`config.mk`:
```
export PLATFORM = sky130hd
export DESIGN_NAME = bgd_gate_ctrl
export DESIGN_NICKNAME = d
export VERILOG_FILES = /design/src/inc/bgd_pkg.sv /design/src/verilog/bgd_gate_ctrl.sv
export SDC_FILE = /design/constraint.sdc
export NUM_CORES = 1
export LEC_CHECK = 0
export BUFFER_PORTS_ARGS = -buffer_cell sky130_fd_sc_hd__clkbuf_2
export CAP_MARGIN = 20
export CORE_UTILIZATION = 35
export CTS_CLUSTER_SIZE = 12
export DETAILED_ROUTE_END_ITERATION = 8
export GPL_TIMING_DRIVEN = 0
export SYNTH_ARGS = -nofsm -noshare
export SYNTH_HDL_FRONTEND = slang
export SYNTH_SLANG_ARGS = --single-unit
export TNS_END_PERCENT = 50
```
`constraint.sdc`:
```
create_clock -name clk_sys -period 8.1 [get_ports clk_sys]
set_input_delay 0.81 -clock clk_sys [delete_from_list [all_inputs] [get_ports clk_sys]]
set_output_delay 0.81 -clock clk_sys [all_outputs]
set_load 0.02 [all_outputs]
```
`src/inc/bgd_pkg.sv`:
```
package bgd_pkg;
	// ****************************************
	// Register map (word addresses)
	// ****************************************
	localparam logic [3:0] ADDR_CTRL   = 4'h0;
	localparam logic [3:0] ADDR_DEAD   = 4'h1;
	localparam logic [3:0] ADDR_PERIOD = 4'h2;
	localparam logic [3:0] ADDR_DUTY   = 4'h3;
	localparam logic [3:0] ADDR_STAT   = 4'h4;
	localparam logic [3:0] ADDR_MASK   = 4'h5;
	localparam logic [3:0] ADDR_STATE  = 4'h6;
	// ****************************************
	// Control register fields
	// ****************************************
	localparam int CTL_ALL_OFF  = 0;
	localparam int CTL_HI_OFF   = 1;
	localparam int CTL_LO_OFF   = 2;
	localparam int CTL_LO_DLY   = 3;
	localparam int CTL_HI_DLY   = 4;
	localparam int CTL_HI_STR   = 5;
	localparam int CTL_PULLUP   = 6;
	localparam int CTL_PULLDN   = 7;
	localparam int CTL_UV_TRIP  = 8;
	localparam int CTL_OV_TRIP  = 9;
	localparam int CTL_TMR_ON   = 10;
	localparam int CTL_W        = 11;
	localparam logic [CTL_W-1:0] CTL_RESET = 11'h001;
	// ****************************************
	// Status register fields
	// ****************************************
	localparam int ST_UV     = 0;
	localparam int ST_OV     = 1;
	localparam int ST_PERIOD = 2;
	localparam int ST_W      = 3;
	// ****************************************
	// Timing
	// ****************************************
	localparam int CLK_PERIOD_NS = 10;
	localparam int DT_STEP_NS    = 4;
	// Dead-time step count: 4 ns rounds up to one 10 ns cycle
	localparam int DT_STEP_CYC   = (DT_STEP_NS + CLK_PERIOD_NS - 1) / CLK_PERIOD_NS;
	localparam int FSW_MIN_KHZ   = 100;
	localparam int FSW_MAX_KHZ   = 1600;
	localparam int PER_MAX_CYC   = 1000000 / (CLK_PERIOD_NS * FSW_MIN_KHZ);
	localparam int PER_MIN_CYC   = 1000000 / (CLK_PERIOD_NS * FSW_MAX_KHZ);
	localparam logic [15:0] PERIOD_RESET = 16'(PER_MIN_CYC);
	localparam logic [15:0] DUTY_RESET   = 16'h0000;
endpackage

```
`src/verilog/bgd_gate_ctrl.sv`:
```
// The Avalon-MM slave port and the register addresses were left to the implementer.
`timescale 1ns/1ps
module bgd_gate_ctrl
	import bgd_pkg::*;
#(
	parameter int DT_W = 8
) (
	// Clock and reset
	input  wire logic        clk_sys,
	input  wire logic        rst,
	// Avalon-MM slave
	input  wire logic [3:0]  address,
	input  wire logic        read,
	input  wire logic        write,
	input  wire logic [31:0] writedata,
	output logic      [31:0] readdata,
	output logic             waitrequest,
	// Fault comparator pins
	input  wire logic        undervolt_in,
	input  wire logic        overvolt_in,
	// Gate drive, analog controls and interrupt
	output logic             high_gate_out,
	output logic             low_gate_out,
	output logic             phase_drive_en,
	output logic             high_drive_strength_sel,
	output logic             sense_pos_pullup_en,
	output logic             sense_neg_pulldown_en,
	output logic             irq
);
	// ****************************************
	// Registers
	// ****************************************
	logic [CTL_W-1:0]  ctrl_q, ctrl_d;
	logic [2*DT_W-1:0] dead_q, dead_d;
	logic [15:0]       per_q, per_d, duty_q, duty_d;
	logic [ST_W-1:0]   stat_q, stat_d, mask_q, mask_d;
	logic [31:0]       rdata_q, rdata_d;
	logic              ack_q, ack_d;
	// Registered wait flag so the bus output comes straight from a flop
	logic              wreq_q;
	logic [15:0]       cnt_q, cnt_d;
	logic              pwm_q, pwm_d;
	logic [DT_W+1:0]   hdly_q, hdly_d, ldly_q, ldly_d;
	logic              hg_q, hg_d, lg_q, lg_d, irq_q, irq_d;
	logic              ph_q, ph_d, hs_q, pu_q, pd_q;
	logic [2:0]        uv_s_q, ov_s_q;
	logic              wr_hit, per_evt, uv_evt, ov_evt, trip, hi_want, lo_want;

	// ****************************************
	// Pin synchronisers
	// ****************************************
	// Three stages; a level counts once stages two and three agree
	always_ff @(posedge clk_sys or posedge rst) begin
		if (rst) begin
			uv_s_q <= 3'h0;
			ov_s_q <= 3'h0;
		end else begin
			uv_s_q <= {uv_s_q[1:0], undervolt_in};
			ov_s_q <= {ov_s_q[1:0], overvolt_in};
		end
	end
	assign uv_evt = uv_s_q[1] & uv_s_q[2];
	assign ov_evt = ov_s_q[1] & ov_s_q[2];

	// ****************************************
	// Avalon slave and register file
	// ****************************************
	// One wait state on every access keeps read data registered
	assign wr_hit = write & ~ack_q;
	always_comb begin
		ctrl_d  = ctrl_q;
		dead_d  = dead_q;
		per_d   = per_q;
		duty_d  = duty_q;
		mask_d  = mask_q;
		stat_d  = stat_q;
		rdata_d = rdata_q;
		ack_d   = (read | write) & ~ack_q;
		if (wr_hit) begin
			unique case (address)
				ADDR_CTRL:   ctrl_d = writedata[CTL_W-1:0];
				ADDR_DEAD:   dead_d = writedata[2*DT_W-1:0];
				ADDR_PERIOD: per_d  = writedata[15:0];
				ADDR_DUTY:   duty_d = writedata[15:0];
				ADDR_MASK:   mask_d = writedata[ST_W-1:0];
				ADDR_STAT:   stat_d = stat_q & ~writedata[ST_W-1:0];
				default:     ctrl_d = ctrl_q;
			endcase
		end
		// Set wins over a write-one clear in the same cycle
		if (uv_evt)
			stat_d[ST_UV] = 1'b1;
		if (ov_evt)
			stat_d[ST_OV] = 1'b1;
		if (per_evt)
			stat_d[ST_PERIOD] = 1'b1;
		if (read & ~ack_q) begin
			unique case (address)
				ADDR_CTRL:   rdata_d = 32'(ctrl_q);
				ADDR_DEAD:   rdata_d = 32'(dead_q);
				ADDR_PERIOD: rdata_d = 32'(per_q);
				ADDR_DUTY:   rdata_d = 32'(duty_q);
				ADDR_STAT:   rdata_d = 32'(stat_q);
				ADDR_MASK:   rdata_d = 32'(mask_q);
				ADDR_STATE:  rdata_d = {28'h0000000, ph_q, lg_q, hg_q, pwm_q};
				default:     rdata_d = 32'h00000000;
			endcase
		end
		irq_d = |(stat_d & mask_d);
	end
	assign waitrequest = wreq_q;
	assign readdata    = rdata_q;

	// ****************************************
	// Period timer and gate logic
	// ****************************************
	// Undervoltage and overvoltage trips hold gates while flag set
	assign trip = (ctrl_q[CTL_UV_TRIP] & stat_q[ST_UV]) | (ctrl_q[CTL_OV_TRIP] & stat_q[ST_OV]);
	assign per_evt = ctrl_q[CTL_TMR_ON] && (cnt_q >= per_q - 16'h0001);
	assign hi_want = pwm_q & ~ctrl_q[CTL_ALL_OFF] & ~ctrl_q[CTL_HI_OFF] & ~trip;
	assign lo_want = ~pwm_q & ctrl_q[CTL_TMR_ON] & ~ctrl_q[CTL_ALL_OFF] & ~ctrl_q[CTL_LO_OFF] & ~trip;
	always_comb begin
		cnt_d = per_evt ? 16'h0000 : (ctrl_q[CTL_TMR_ON] ? cnt_q + 16'h0001 : 16'h0000);
		pwm_d = ctrl_q[CTL_TMR_ON] && (cnt_d < duty_q);
		// Delay counters load step count times setting
		hdly_d = hdly_q;
		ldly_d = ldly_q;
		hg_d   = hg_q;
		lg_d   = lg_q;
		// High rises only after low is low for dead time
		if (!hi_want) begin
			hg_d   = 1'b0;
			hdly_d = (DT_W+2)'(dead_q[DT_W-1:0] * DT_STEP_CYC);
		end else if (!lg_q) begin
			if (hdly_q == '0 || !ctrl_q[CTL_HI_DLY])
				hg_d = 1'b1;
			else
				hdly_d = hdly_q - 1'b1;
		end
		if (!lo_want) begin
			lg_d   = 1'b0;
			ldly_d = (DT_W+2)'(dead_q[2*DT_W-1:DT_W] * DT_STEP_CYC);
		end else if (!hg_q) begin
			if (ldly_q == '0 || !ctrl_q[CTL_LO_DLY])
				lg_d = 1'b1;
			else
				ldly_d = ldly_q - 1'b1;
		end
		if (hg_d && lg_d)
			lg_d = 1'b0;
		// Global off: both low, switch node floats
		// Per-side off handled in the want terms
		// Trip forces gates low via want terms
		ph_d = ~ctrl_q[CTL_ALL_OFF];
	end

	always_ff @(posedge clk_sys or posedge rst) begin
		if (rst) begin
			ctrl_q  <= CTL_RESET;
			dead_q  <= '0;
			per_q   <= PERIOD_RESET;
			duty_q  <= DUTY_RESET;
			stat_q  <= '0;
			mask_q  <= '0;
			rdata_q <= 32'h00000000;
			ack_q   <= 1'b0;
			wreq_q  <= 1'b1;
			irq_q   <= 1'b0;
			cnt_q   <= 16'h0000;
			pwm_q   <= 1'b0;
			hdly_q  <= '0;
			ldly_q  <= '0;
			hg_q    <= 1'b0;
			lg_q    <= 1'b0;
			ph_q    <= 1'b0;
			hs_q    <= 1'b0;
			pu_q    <= 1'b0;
			pd_q    <= 1'b0;
		end else begin
			ctrl_q  <= ctrl_d;
			dead_q  <= dead_d;
			per_q   <= per_d;
			duty_q  <= duty_d;
			stat_q  <= stat_d;
			mask_q  <= mask_d;
			rdata_q <= rdata_d;
			ack_q   <= ack_d;
			wreq_q  <= ~ack_d;
			irq_q   <= irq_d;
			cnt_q   <= cnt_d;
			pwm_q   <= pwm_d;
			hdly_q  <= hdly_d;
			ldly_q  <= ldly_d;
			hg_q    <= hg_d;
			lg_q    <= lg_d;
			ph_q    <= ph_d;
			hs_q    <= ctrl_q[CTL_HI_STR];
			pu_q    <= ctrl_q[CTL_PULLUP];
			pd_q    <= ctrl_q[CTL_PULLDN];
		end
	end
	assign high_gate_out           = hg_q;
	assign low_gate_out            = lg_q;
	assign phase_drive_en          = ph_q;
	assign high_drive_strength_sel = hs_q;
	assign sense_pos_pullup_en     = pu_q;
	assign sense_neg_pulldown_en   = pd_q;
	assign irq                     = irq_q;
endmodule

```
==> reports/summary.txt, run 1 <==
================================================================================
Outcome                                                             complete, no violations
Number of different library cells in the post-synthesis netlist               58
Total power of the final layout                                          2.33 mW
Critical setup path kind                                              reg -> reg
Clk Tree Root Cell                                                     clkbuf_16
Count of hold buffers inserted by post-cts repair                              0
Post-placement cell area                                               7610 um^2
Number of global-route vias before repair                                  4,861
Number of setup buffers added after CTS                                        0
Tcrit/Tclk final                                                           69.3%
Post-synth ARST share                                                       100%
Transition time of the tightest slew-check pin                           1.03 ns
Finished Cell Area                                                     8250 um^2
Ranking of synthesized cells by area                                dfrtp_1 45%, mux2_2 7.8%, ha_1 6.3%
Number of setup violations in the final report                                 0
Core region area                                                     19,500 um^2
Vias                                                                       4,939
Sum of routed wire length over all layers                                16.3 mm
Effective utilization at floorplan                                         35.7%
Number of buffers between clock root and the deepest sink                      2
Num Clock Sinks                                                              133
I/O pins                                                                      82
Number of instances in the synthesized netlist                               650
RSZ-0062 raised after global routing                                          no
Kind of cell adding the most delay to the critical path             simple AND/OR/NAND/NOR gates
Critical Path Slowest Stage Cell                                       a2111oi_0
Average wire length per cell after detail routing                        16.1 um
DR DRC count                                                                   0
CTS-repair resized insts                                                       0
CTS HTree Levels                                                               4
Pre-Repair DR Iteration Count                                                  4
Worst path cell trace                                               inv_1, ha_1, or3b_2, nor3_2, nand2_1, nor4_1, xnor2_1, ha_1, nand4_1, nor3_1, nor4_1, nand4_1, buf_2, nor2_1, ha_1, nand2_1, nor2_1, a2111oi_0, o2111a_1, o31a_1
Data arrival time of the critical path                                   5.97 ns
Largest stage delay on the critical path                                 0.62 ns
Global routing usage summed across all routing layers                      17.3%
Floorplan die height                                                      143 um
Power density cells                                                  283 nW/um^2
Final-stage net count                                                        811
CTS clock-pin slew for the worst setup and hold paths                    0.06 ns
Register area share after synthesis                                        48.1%
Antenna-violating nets left                                                    0
Synth area leader                                                        dfrtp_1
Count of buffers from port buffering                                          49
Half-perimeter wire length after detailed placement                      12.2 mm
Mean Syn Cell Area                                                     10.7 um^2
Number of DRC violations after detailed-routing iteration 0                  303
Site Rows                                                                     51
Min cycle time layout                                                    5.61 ns
Worst path required time                                                 8.45 ns
Overall die area                                                     20,400 um^2
Number of synthesized flops with an enable pin                                 0
Critical path fanouts, max                                                    10
Maximum number of pins on one net before global-route repair                  71
Clock latency on the worst-skew pair                                     0.42 ns
TritonCTS buffer count                                                        17
Routability-driven placement congestion ratio                              0.886
Total count of hold-check failures in the final report                         0
Cell mode on critical path                                                  ha_1
Max Slew Vio Count                                                             0
Final Worst Setup Slack                                                  2.49 ns
Headroom to the max-slew limit                                             30.7%
Antenna cell count                                                             0
Maximum ir drop on the vdd rail                                           150 uV
Initial antenna violation count                                                0
Leading register cell type out of synthesis                              dfrtp_1
Fraction of layout cells with a size suffix above 1                        23.2%
Top achievable clock speed                                               178 MHz
Global-route wire length before repair                                   26.5 mm
Highest-count cells in the layout ignoring fill and taps            126 x dfrtp_1, 69 x nand2_1, 53 x o21ai_0
Commonest non-fill, non-tap cell in the layout                           dfrtp_1
Path type of the worst min-delay path                                 reg -> reg
Die W                                                                     143 um
Maximum capacitance violations                                                 0
Leakage power figure                                                     3.77 nW
Global route overflow                                                          0
CTS tree                                                                     yes
CP Launch Type                                                          register
Detailed-route vias per instance                                            4.88
#FFs+latches synth                                                           133
Fraction of synthesized cell area taken by the top area cell type          45.4%
Cell area after synthesis                                              6940 um^2
WP buf/inv                                                                     2
Placement Setup Slack                                                    2.45 ns
Synthesis warning total                                                        0
Sort of element at the end of the critical path                         register
Clock skew after layout                                               0.00823 ns
Syn-to-layout area delta                                                   18.9%
Setup TNS                                                                   0 ns
================================================================================
[registers in the layout (all words and copies together), names as in the netlist, 3 cells and up]
name	flops
ov_s_q	3
cnt_q	16
readdata	16
hdly_q	10
stat_q	3
per_q	16
mask_q	3
ldly_q	10
uv_s_q	3
ctrl_q	11
duty_q	16
dead_q	16
[power by group]
part | internal, mW | total (mW) | switching, mW
logic | 0.259 | 0.558 | 0.299
registers | 0.805 | 0.937 | 0.132
clock network | 0.551 | 0.838 | 0.287
total | 1.61 | 2.33 | 0.719
[cell type report]
type / instances / area [um^2]
Inverter: 32 / 125
Fill cell: 1850 / 11200
Buffer: 37 / 206
Tap cell: 265 / 332
Multi-Input combinational cell: 463 / 3330
Clock inverter: 14 / 208
Clock buffer: 18 / 439
Sequential cell: 133 / 3340
Timing Repair Buffer: 50 / 273
[path summary, 6_finish.rpt]
path / startpoint / to / slack, ns / depth (start not counted)
min: ov_s_q[0] / ov_s_q[1] / 0.35 / 0
max: per_q[0] / pwm_q / 2.49 / 20
min reg2reg: ov_s_q[0] / ov_s_q[1] / 0.35 / 0
min in group asynchronous: rst / hdly_q[2] / 0.47 / 2
max reg2reg: per_q[0] / pwm_q / 2.49 / 20
max in group asynchronous: rst / per_q[5] / 6.87 / 3
[kinds of logic (layout without fill, tap and decap cells)]
family                   Yosys count  count (layout)  synth area share, %
buffers and inverters             69             151                 4.70
adder cells (fa/ha/maj)           35              35                 6.31
AO/OA/AOI/OAI                    104             104                 9.45
XOR/XNOR                          44              44                 5.55
multiplexers                      64              64                 11.8
AND/OR/NAND/NOR                  200             200                 14.0
flip-flops                       133             133                 48.1
other                              1              16               0.0540
[layer usage]
metal / part of all wire, % / vias to the layer above / routed length [um] / global-route usage (%)
met1: 48 / 2406 / 7790 / 22.5
met5: 0 / - / 0 / 0
li1: - / 2441 / - / -
met2: 48 / 77 / 7840 / 28.2
met4: 1.4 / 0 / 221 / 5.83
met3: 2.8 / 15 / 461 / 4.09
[through the flow]
stage / cells / hold slack, ns / utilization (%)
2_1_floorplan: 665 / 0.331 / -
3_3_place_gp: 979 / 0.333 / 38.9
3_5_place_dp: 980 / 0.335 / 39.1
4_1_cts: 1012 / 0.349 / 42.4
5_1_grt: 1012 / 0.352 / 42.4
6_report: 1012 / 0.348 / 42.4
[cells in the mapped netlist (5+ instances only)]
library cell  number
ha_1              35
xnor2_1           24
buf_2              6
o21ai_0           53
a22o_1             8
nand2_1           69
dfstp_2            7
nand3_1           13
xor2_1            20
mux2_2            48
dfrtp_1          126
buf_4             16
inv_1             32
nand2b_1           6
nand4_1            8
mux4_2             7
mux2i_1            7
nor2b_1            7
clkbuf_1          13
nor4_1             7
nor2_1            46
a22oi_1            5
a21oi_1           14
nor3_1            14
or3_1              5
Power figures use the tool's default switching activity.
==> run 2, diff against run 1 <==
clock period = 4.7 ns   (was 8.1 ns; I/O delays follow)
==> reports/summary.txt, run 2 (synthesized netlist as in run 1, its figures left out) <==
===========================================================================
Cell Count, Final, Fillers Out                                        1,022   was 1,012
Total routed wire length on the met1 layer                          7.94 mm   was 7.79 mm
Clk Tree Root Cell                                                clkbuf_16   unchanged
Largest stage delay on the critical path                            0.55 ns   was 0.62 ns
Clock skew after layout                                          0.00852 ns   was 0.00823 ns
Outcome                                                        finished, violations left   was complete, no violations
Violated checks                                                setup timing
Count of hold buffers inserted by post-cts repair                         0   unchanged
Total power of the final layout                                     4.11 mW   was 2.33 mW
Sort of element at the end of the critical path                    register   unchanged
Cell mode on critical path                                          nand4_1   was ha_1
Power Internal                                                      2.83 mW   was 1.61 mW
TritonCTS buffer count                                                   17   unchanged
Headroom to the max-slew limit                                        30.0%   was 30.7%
Pre-Repair DR Iteration Count                                             4   unchanged
Min cycle time layout                                               4.81 ns   was 5.61 ns
Commonest non-fill, non-tap cell in the layout                      dfrtp_1   unchanged
Overall die area                                                20,400 um^2   unchanged
Maximum ir drop on the vdd rail                                      261 uV   was 150 uV
Floorplan die height                                                 143 um   unchanged
I/O pins                                                                 82   unchanged
Multi-input gate area                                             3440 um^2   was 3330 um^2
Leakage power figure                                                3.84 nW   was 3.77 nW
Global route overflow                                                     0   unchanged
Tcrit/Tclk final                                                       102%   was 69.3%
Global-route wire length before repair                              26.8 mm   was 26.5 mm
Sum of routed wire length over all layers                           16.6 mm   was 16.3 mm
Number of buffers between clock root and the deepest sink                 2   unchanged
Filler Cell Count                                                     1,833   was 1,850
CTS tree                                                                yes   unchanged
Highest routed metal layer                                             met4   unchanged
Num Clock Sinks                                                         133   unchanged
Initial antenna violation count                                           0   unchanged
Amount of wire on met3 after detailed routing                        430 um   was 461 um
Top achievable clock speed                                          208 MHz   was 178 MHz
CTS HTree Levels                                                          4   unchanged
Maximum capacitance violations                                            0   unchanged
Worst path cell trace                                          or4_4, or3_4, nand2b_4, nor3_4, xnor2_2, ha_1, nand4_1, nor3_2, or4b_4, nand4_1, buf_6, nor2_1, ha_1, nand4_1, nor3_2, o2111ai_2, o2111a_1, o31a_1   was inv_1, ha_1, or3b_2, nor3_2, nand2_1, nor4_1, xnor2_1, ha_1, nand4_1, nor3_1, nor4_1, nand4_1, buf_2, nor2_1, ha_1, nand2_1, nor2_1, a2111oi_0, o2111a_1, o31a_1
Antenna-violating nets left                                               0   unchanged
Critical setup path kind                                         reg -> reg   unchanged
Number of setup violations in the final report                            1   was 0
Clock latency on the worst-skew pair                                0.42 ns   about the same
Number of DRC violations after detailed-routing iteration 0             291   was 303
Transition time of the tightest slew-check pin                      1.04 ns   was 1.03 ns
RSZ-0062 raised after global routing                                    yes   was no
Count of buffers from port buffering                                     49   unchanged
Detailed-route vias per instance                                       4.92   was 4.88
CP Launch Type                                                     register   unchanged
Total met2 wirelength after detailed routing                        7.99 mm   was 7.84 mm
Maximum number of pins on one net before global-route repair             71   unchanged
Antenna cell count                                                        0   unchanged
Instance count after placement with tap cells included                  980   unchanged
Syn-to-layout area delta                                              21.5%   was 18.9%
Die W                                                                143 um   unchanged
Kind of cell adding the most delay to the critical path        simple AND/OR/NAND/NOR gates   unchanged
Part of the total power dissipated in combinational logic             25.2%   was 23.9%
Effective utilization at floorplan                                    35.7%   unchanged
Final Worst Setup Slack                                           -0.114 ns   was 2.49 ns
Global routing usage summed across all routing layers                 17.5%   was 17.3%
Core region area                                                19,500 um^2   unchanged
Number of global-route vias before repair                             4,921   was 4,861
Routability-driven placement congestion ratio                         0.886   unchanged
Max Slew Vio Count                                                        0   unchanged
Average wire length per cell after detail routing                   16.3 um   was 16.1 um
Net switching power                                                 1.28 mW   was 0.719 mW
Critical Path Slowest Stage Cell                                      or4_4   was a2111oi_0
Area of all sequential standard cells                             3340 um^2   unchanged
Site Rows                                                                51   unchanged
Fraction of layout cells with a size suffix above 1                   26.4%   was 23.2%
Path type of the worst min-delay path                           in -> async   was reg -> reg
Critical path fanouts, max                                                8   was 10
Vias                                                                  5,024   was 4,939
DR DRC count                                                              0   unchanged
Half-perimeter wire length after detailed placement                 12.2 mm   unchanged
Data arrival time of the critical path                              5.12 ns   was 5.97 ns
Highest-count cells in the layout ignoring fill and taps       126 x dfrtp_1, 68 x nand2_1, 53 x o21ai_0   was 126 x dfrtp_1, 69 x nand2_1, 53 x o21ai_0
WP buf/inv                                                                1   was 2
Power density cells                                             487 nW/um^2   was 283 nW/um^2
Sequential Power Share                                                39.6%   was 40.2%
Clock share of power                                                  35.2%   was 35.9%
Total count of hold-check failures in the final report                    0   unchanged
CTS clock-pin slew for the worst setup and hold paths               0.06 ns   about the same
Switching portion of total power                                      31.1%   was 30.8%
Worst path required time                                            5.00 ns   was 8.45 ns
Final-stage net count                                                   821   was 811
===========================================================================
-- run 2: cell count changes in the layout (fill, tap and decap cells not counted), moves of 2 or more --
cell	previous run	this run
nor4_1	7	5
nor3_4	0	2
nor3_1	14	11
buf_4	16	26
-- run 2: final timing paths --
check / endpoint / depth (start not counted) / start / slack (ns)
setup / recovery: pwm_q / 18 / per_q[0] / -0.11
hold / removal: hdly_q[2] / 2 / rst / 0.13
setup reg to reg: pwm_q / 18 / per_q[0] / -0.11
hold reg to reg: ov_s_q[1] / 0 / ov_s_q[0] / 0.35
max in group asynchronous: per_q[5] / 3 / rst / 3.81
min in group clk_sys: uv_s_q[0] / 1 / undervolt_in / 0.15
-- run 2: per-layer routing --
layer / track usage (%) / vias to the layer above
met5: 0 / -
met4: 5.83 / 0
met3: 4.09 / 23
met2: 28.8 / 77
met1: 22.7 / 2456
li1: - / 2468
-- run 2: final cells by class --
type	instances	share of cell area (%)
tap	265	3.93
sequential	133	39.6
multi-input combinational	463	40.7
timing repair buffer	60	4.12
clock buffer	18	5.21
inverter	32	1.48
clock inverter	14	2.46
buffer	37	2.52
-- run 2: what timing repair did --
| action | 4_1_cts | 5_1_grt |
|---|---|---|
| setup endpoints to repair | 1 | 1 |
| gates resized for setup | 18 | 6 |
| buffers inserted | 8 | 2 |
| pin swaps | 11 | 11 |
-- run 2: metrics by stage --
stage / setup TNS, ns / setup WS, ns / instance area [um^2] / hold WS [ns] / utilization, %
final: -0.114 / -0.114 / 8440 / 0.125 / 43.3
after global routing: -0.356 / -0.356 / 8440 / 0.133 / 43.3
after CTS: 0 / 0.00435 / 8400 / 0.130 / 43.2
after detailed placement: -0.952 / -0.952 / 7610 / 0.335 / 39.1
after global placement: -119.30 / -0.950 / 7570 / 0.333 / 38.9
after floorplan: 0 / 0.149 / 7000 / 0.331 / -
-- run 2: worst register-to-register path: stages, from the launching register on --
cell and delay, ns:
dfrtp_1 0.41, or4_4 0.55, or3_4 0.37, nand2b_4 0.18, nor3_4 0.15, xnor2_2 0.09, ha_1 0.30, nand4_1 0.16
nor3_2 0.28, or4b_4 0.49, nand4_1 0.19, buf_6 0.16, nor2_1 0.08, ha_1 0.32, nand4_1 0.17, nor3_2 0.28
o2111ai_2 0.16, o2111a_1 0.25, o31a_1 0.11
-- run 2: power by group through the flow --
stage | Sequential, mW | Combinational (mW) | Clock [mW]
2_1_floorplan | 1.59 | 0.716 | 0
3_3_place_gp | 1.63 | 0.948 | 0
3_5_place_dp | 1.63 | 0.962 | 0
4_1_cts | 1.62 | 1.03 | 1.47
5_1_grt | 1.66 | 1.17 | 1.53
6_report | 1.63 | 1.04 | 1.45
==> run 3, diff against run 2 <==
CORE_MARGIN = 8   (was default)
==> reports/summary.txt, run 3 (synthesized netlist as in run 1, its figures left out) <==
===========================================================================
Outcome                                                        complete, no violations   was finished, violations left
Worst path cell trace                                          or4_4, or3_4, nand2b_4, nor3_2, xnor2_1, ha_1, nand4_1, nor3_2, or4b_4, nand4_1, buf_4, buf_4, nor2_1, ha_1, nand4_1, nor3_2, o2111ai_2, o2111a_1, o31a_1   was or4_4, or3_4, nand2b_4, nor3_4, xnor2_2, ha_1, nand4_1, nor3_2, or4b_4, nand4_1, buf_6, nor2_1, ha_1, nand4_1, nor3_2, o2111ai_2, o2111a_1, o31a_1
Global routing usage summed across all routing layers                 14.8%   was 17.5%
Max Slew Vio Count                                                        0   unchanged
Number of DRC violations after detailed-routing iteration 0             246   was 291
Post-Route Hold Slack                                              0.121 ns   was 0.125 ns
Syn-to-layout area delta                                              21.1%   was 21.5%
Headroom to the max-slew limit                                        31.8%   was 30.0%
Antenna cell count                                                        0   unchanged
Filler Cell Count                                                     1,850   was 1,833
Global route overflow                                                     0   unchanged
CTS tree                                                                yes   unchanged
Count of hold buffers inserted by post-cts repair                         0   unchanged
Worst Reg-to-Reg Cells                                                   19   was 18
Power density cells                                             487 nW/um^2   about the same
Floorplan die height                                                 157 um   was 143 um
Effective utilization at floorplan                                    35.7%   unchanged
Worst reg-to-reg setup slack                                        0.04 ns   was -0.11 ns
Clock latency on the worst-skew pair                                0.42 ns   about the same
Average wire length per cell after detail routing                   16.9 um   was 16.3 um
Min cycle time layout                                               4.66 ns   was 4.81 ns
Worst setup path startpoint                                        per_q[0]   unchanged
I/O pins                                                                 82   unchanged
Core region area                                                19,500 um^2   unchanged
Sort of element at the end of the critical path                    register   unchanged
Half-perimeter wire length after detailed placement                 12.8 mm   was 12.2 mm
Number of setup violations in the final report                            0   was 1
Number of global-route vias before repair                             5,115   was 4,921
Clk Tree Root Cell                                                clkbuf_16   unchanged
Tcrit/Tclk final                                                      99.1%   was 102%
Clock skew after layout                                          0.00680 ns   was 0.00852 ns
Site Rows                                                                51   unchanged
Maximum number of pins on one net before global-route repair             73   was 71
Largest stage delay on the critical path                            0.54 ns   was 0.55 ns
Transition time of the tightest slew-check pin                      1.01 ns   was 1.04 ns
Reg2reg end                                                           pwm_q   unchanged
Commonest non-fill, non-tap cell in the layout                      dfrtp_1   unchanged
Overall die area                                                24,600 um^2   was 20,400 um^2
Area of all sequential standard cells                             3340 um^2   unchanged
Maximum capacitance violations                                            0   unchanged
CP Launch Type                                                     register   unchanged
Vias                                                                  5,064   was 5,024
Detailed-route vias per instance                                       4.96   was 4.92
Routability-driven placement congestion ratio                         0.813   was 0.886
Critical Path Slowest Stage Cell                                      or4_4   unchanged
DR DRC count                                                              0   unchanged
Multi-input gate area                                             3430 um^2   was 3440 um^2
Num Clock Sinks                                                         133   unchanged
Top achievable clock speed                                          215 MHz   was 208 MHz
Path type of the worst min-delay path                           in -> async   unchanged
Critical setup path kind                                         reg -> reg   unchanged
Count of buffers from port buffering                                     49   unchanged
Final-stage net count                                                   819   was 821
Number of buffers between clock root and the deepest sink                 2   unchanged
CTS clock-pin slew for the worst setup and hold paths               0.06 ns   about the same
RSZ-0062 raised after global routing                                    yes   unchanged
Sum of routed wire length over all layers                           17.2 mm   was 16.6 mm
CTS HTree Levels                                                          4   unchanged
Maximum ir drop on the vdd rail                                      198 uV   was 261 uV
Worst path required time                                            5.00 ns   about the same
TritonCTS buffer count                                                   17   unchanged
Total count of hold-check failures in the final report                    0   unchanged
Data arrival time of the critical path                              4.95 ns   was 5.12 ns
Critical path fanouts, max                                                4   was 8
Cell Count, Final, Fillers Out                                        1,020   was 1,022
Die W                                                                157 um   was 143 um
Antenna-violating nets left                                               0   unchanged
Instance count after placement with tap cells included                  980   unchanged
Highest-count cells in the layout ignoring fill and taps       126 x dfrtp_1, 68 x nand2_1, 53 x o21ai_0   unchanged
Leakage power figure                                                3.83 nW   was 3.84 nW
Global-route wire length before repair                              28.1 mm   was 26.8 mm
Reg-to-reg startpoint                                              per_q[0]   unchanged
Fraction of layout cells with a size suffix above 1                   25.6%   was 26.4%
Pre-Repair DR Iteration Count                                             4   unchanged
Initial antenna violation count                                           0   unchanged
===========================================================================
## run 3: area by class of cell
type	count	area share (%)
multi-input cells	463	40.8
flip-flops and latches	133	39.7
clock buffers	18	5.10
repair buffers	58	3.96
well taps	265	3.94
plain buffers	37	2.53
clock inverters	14	2.49
inverters	32	1.49
## run 3: worst max-delay path, delay by kind of cell (launching register included)
family,cells,cell delay [ns]
AO/OA/AOI/OAI,3,0.50
flip-flops,1,0.40
adder cells (fa/ha/maj),2,0.58
buffers and inverters,2,0.26
XOR/XNOR,1,0.10
AND/OR/NAND/NOR,11,2.67
## run 3: repair_timing
action | 4_1_cts | 5_1_grt
hold endpoints to repair | 0 | 0
setup buffers | 8 | 0
setup endpoints to repair | 1 | 1
pin swaps | 10 | 0
resized for setup | 17 | 3
## run 3: worst max-delay path by stage
stage / endpoint / slack, ns / depth (start not counted)
after global placement: readdata[12] / -0.99 / 2
after global routing: pwm_q / -0.21 / 19
final: pwm_q / 0.04 / 19
after detailed placement: pwm_q / -0.99 / 20
after CTS: pwm_q / 0.01 / 19
after floorplan: pwm_q / 0.15 / 20
## run 3: through the flow
stage | worst slack, ns | util (%) | setup TNS (ns) | power [mW] | cell area, um^2
6_report | 0.0431 | 43.2 | 0 | 4.09 | 8410
3_5_place_dp | -0.991 | 39.1 | -0.991 | 2.60 | 7610
3_3_place_gp | -0.993 | 38.9 | -124.36 | 2.58 | 7570
2_1_floorplan | 0.149 | - | 0 | 2.30 | 7000
4_1_cts | 0.0125 | 43.1 | 0 | 4.12 | 8390
5_1_grt | -0.207 | 43.2 | -0.207 | 4.33 | 8410
## run 3: layer usage
metal  part of all wire [%]  global-route usage (%)  vias to the layer above  routed length [um]
met5                      0                       0                        -                   0
met4                    1.4                    5.40                        0                 247
met3                    4.3                    2.98                       21                 744
met2                     49                    24.8                       86                8490
met1                     45                    18.6                     2485                7750
li1                       -                       -                     2472                   -
## run 3: where the power goes
group | internal [mW] | switching, mW | leakage, nW
logic | 0.485 | 0.547 | 1.86
clock network | 0.936 | 0.504 | 0.302
registers | 1.39 | 0.232 | 1.67
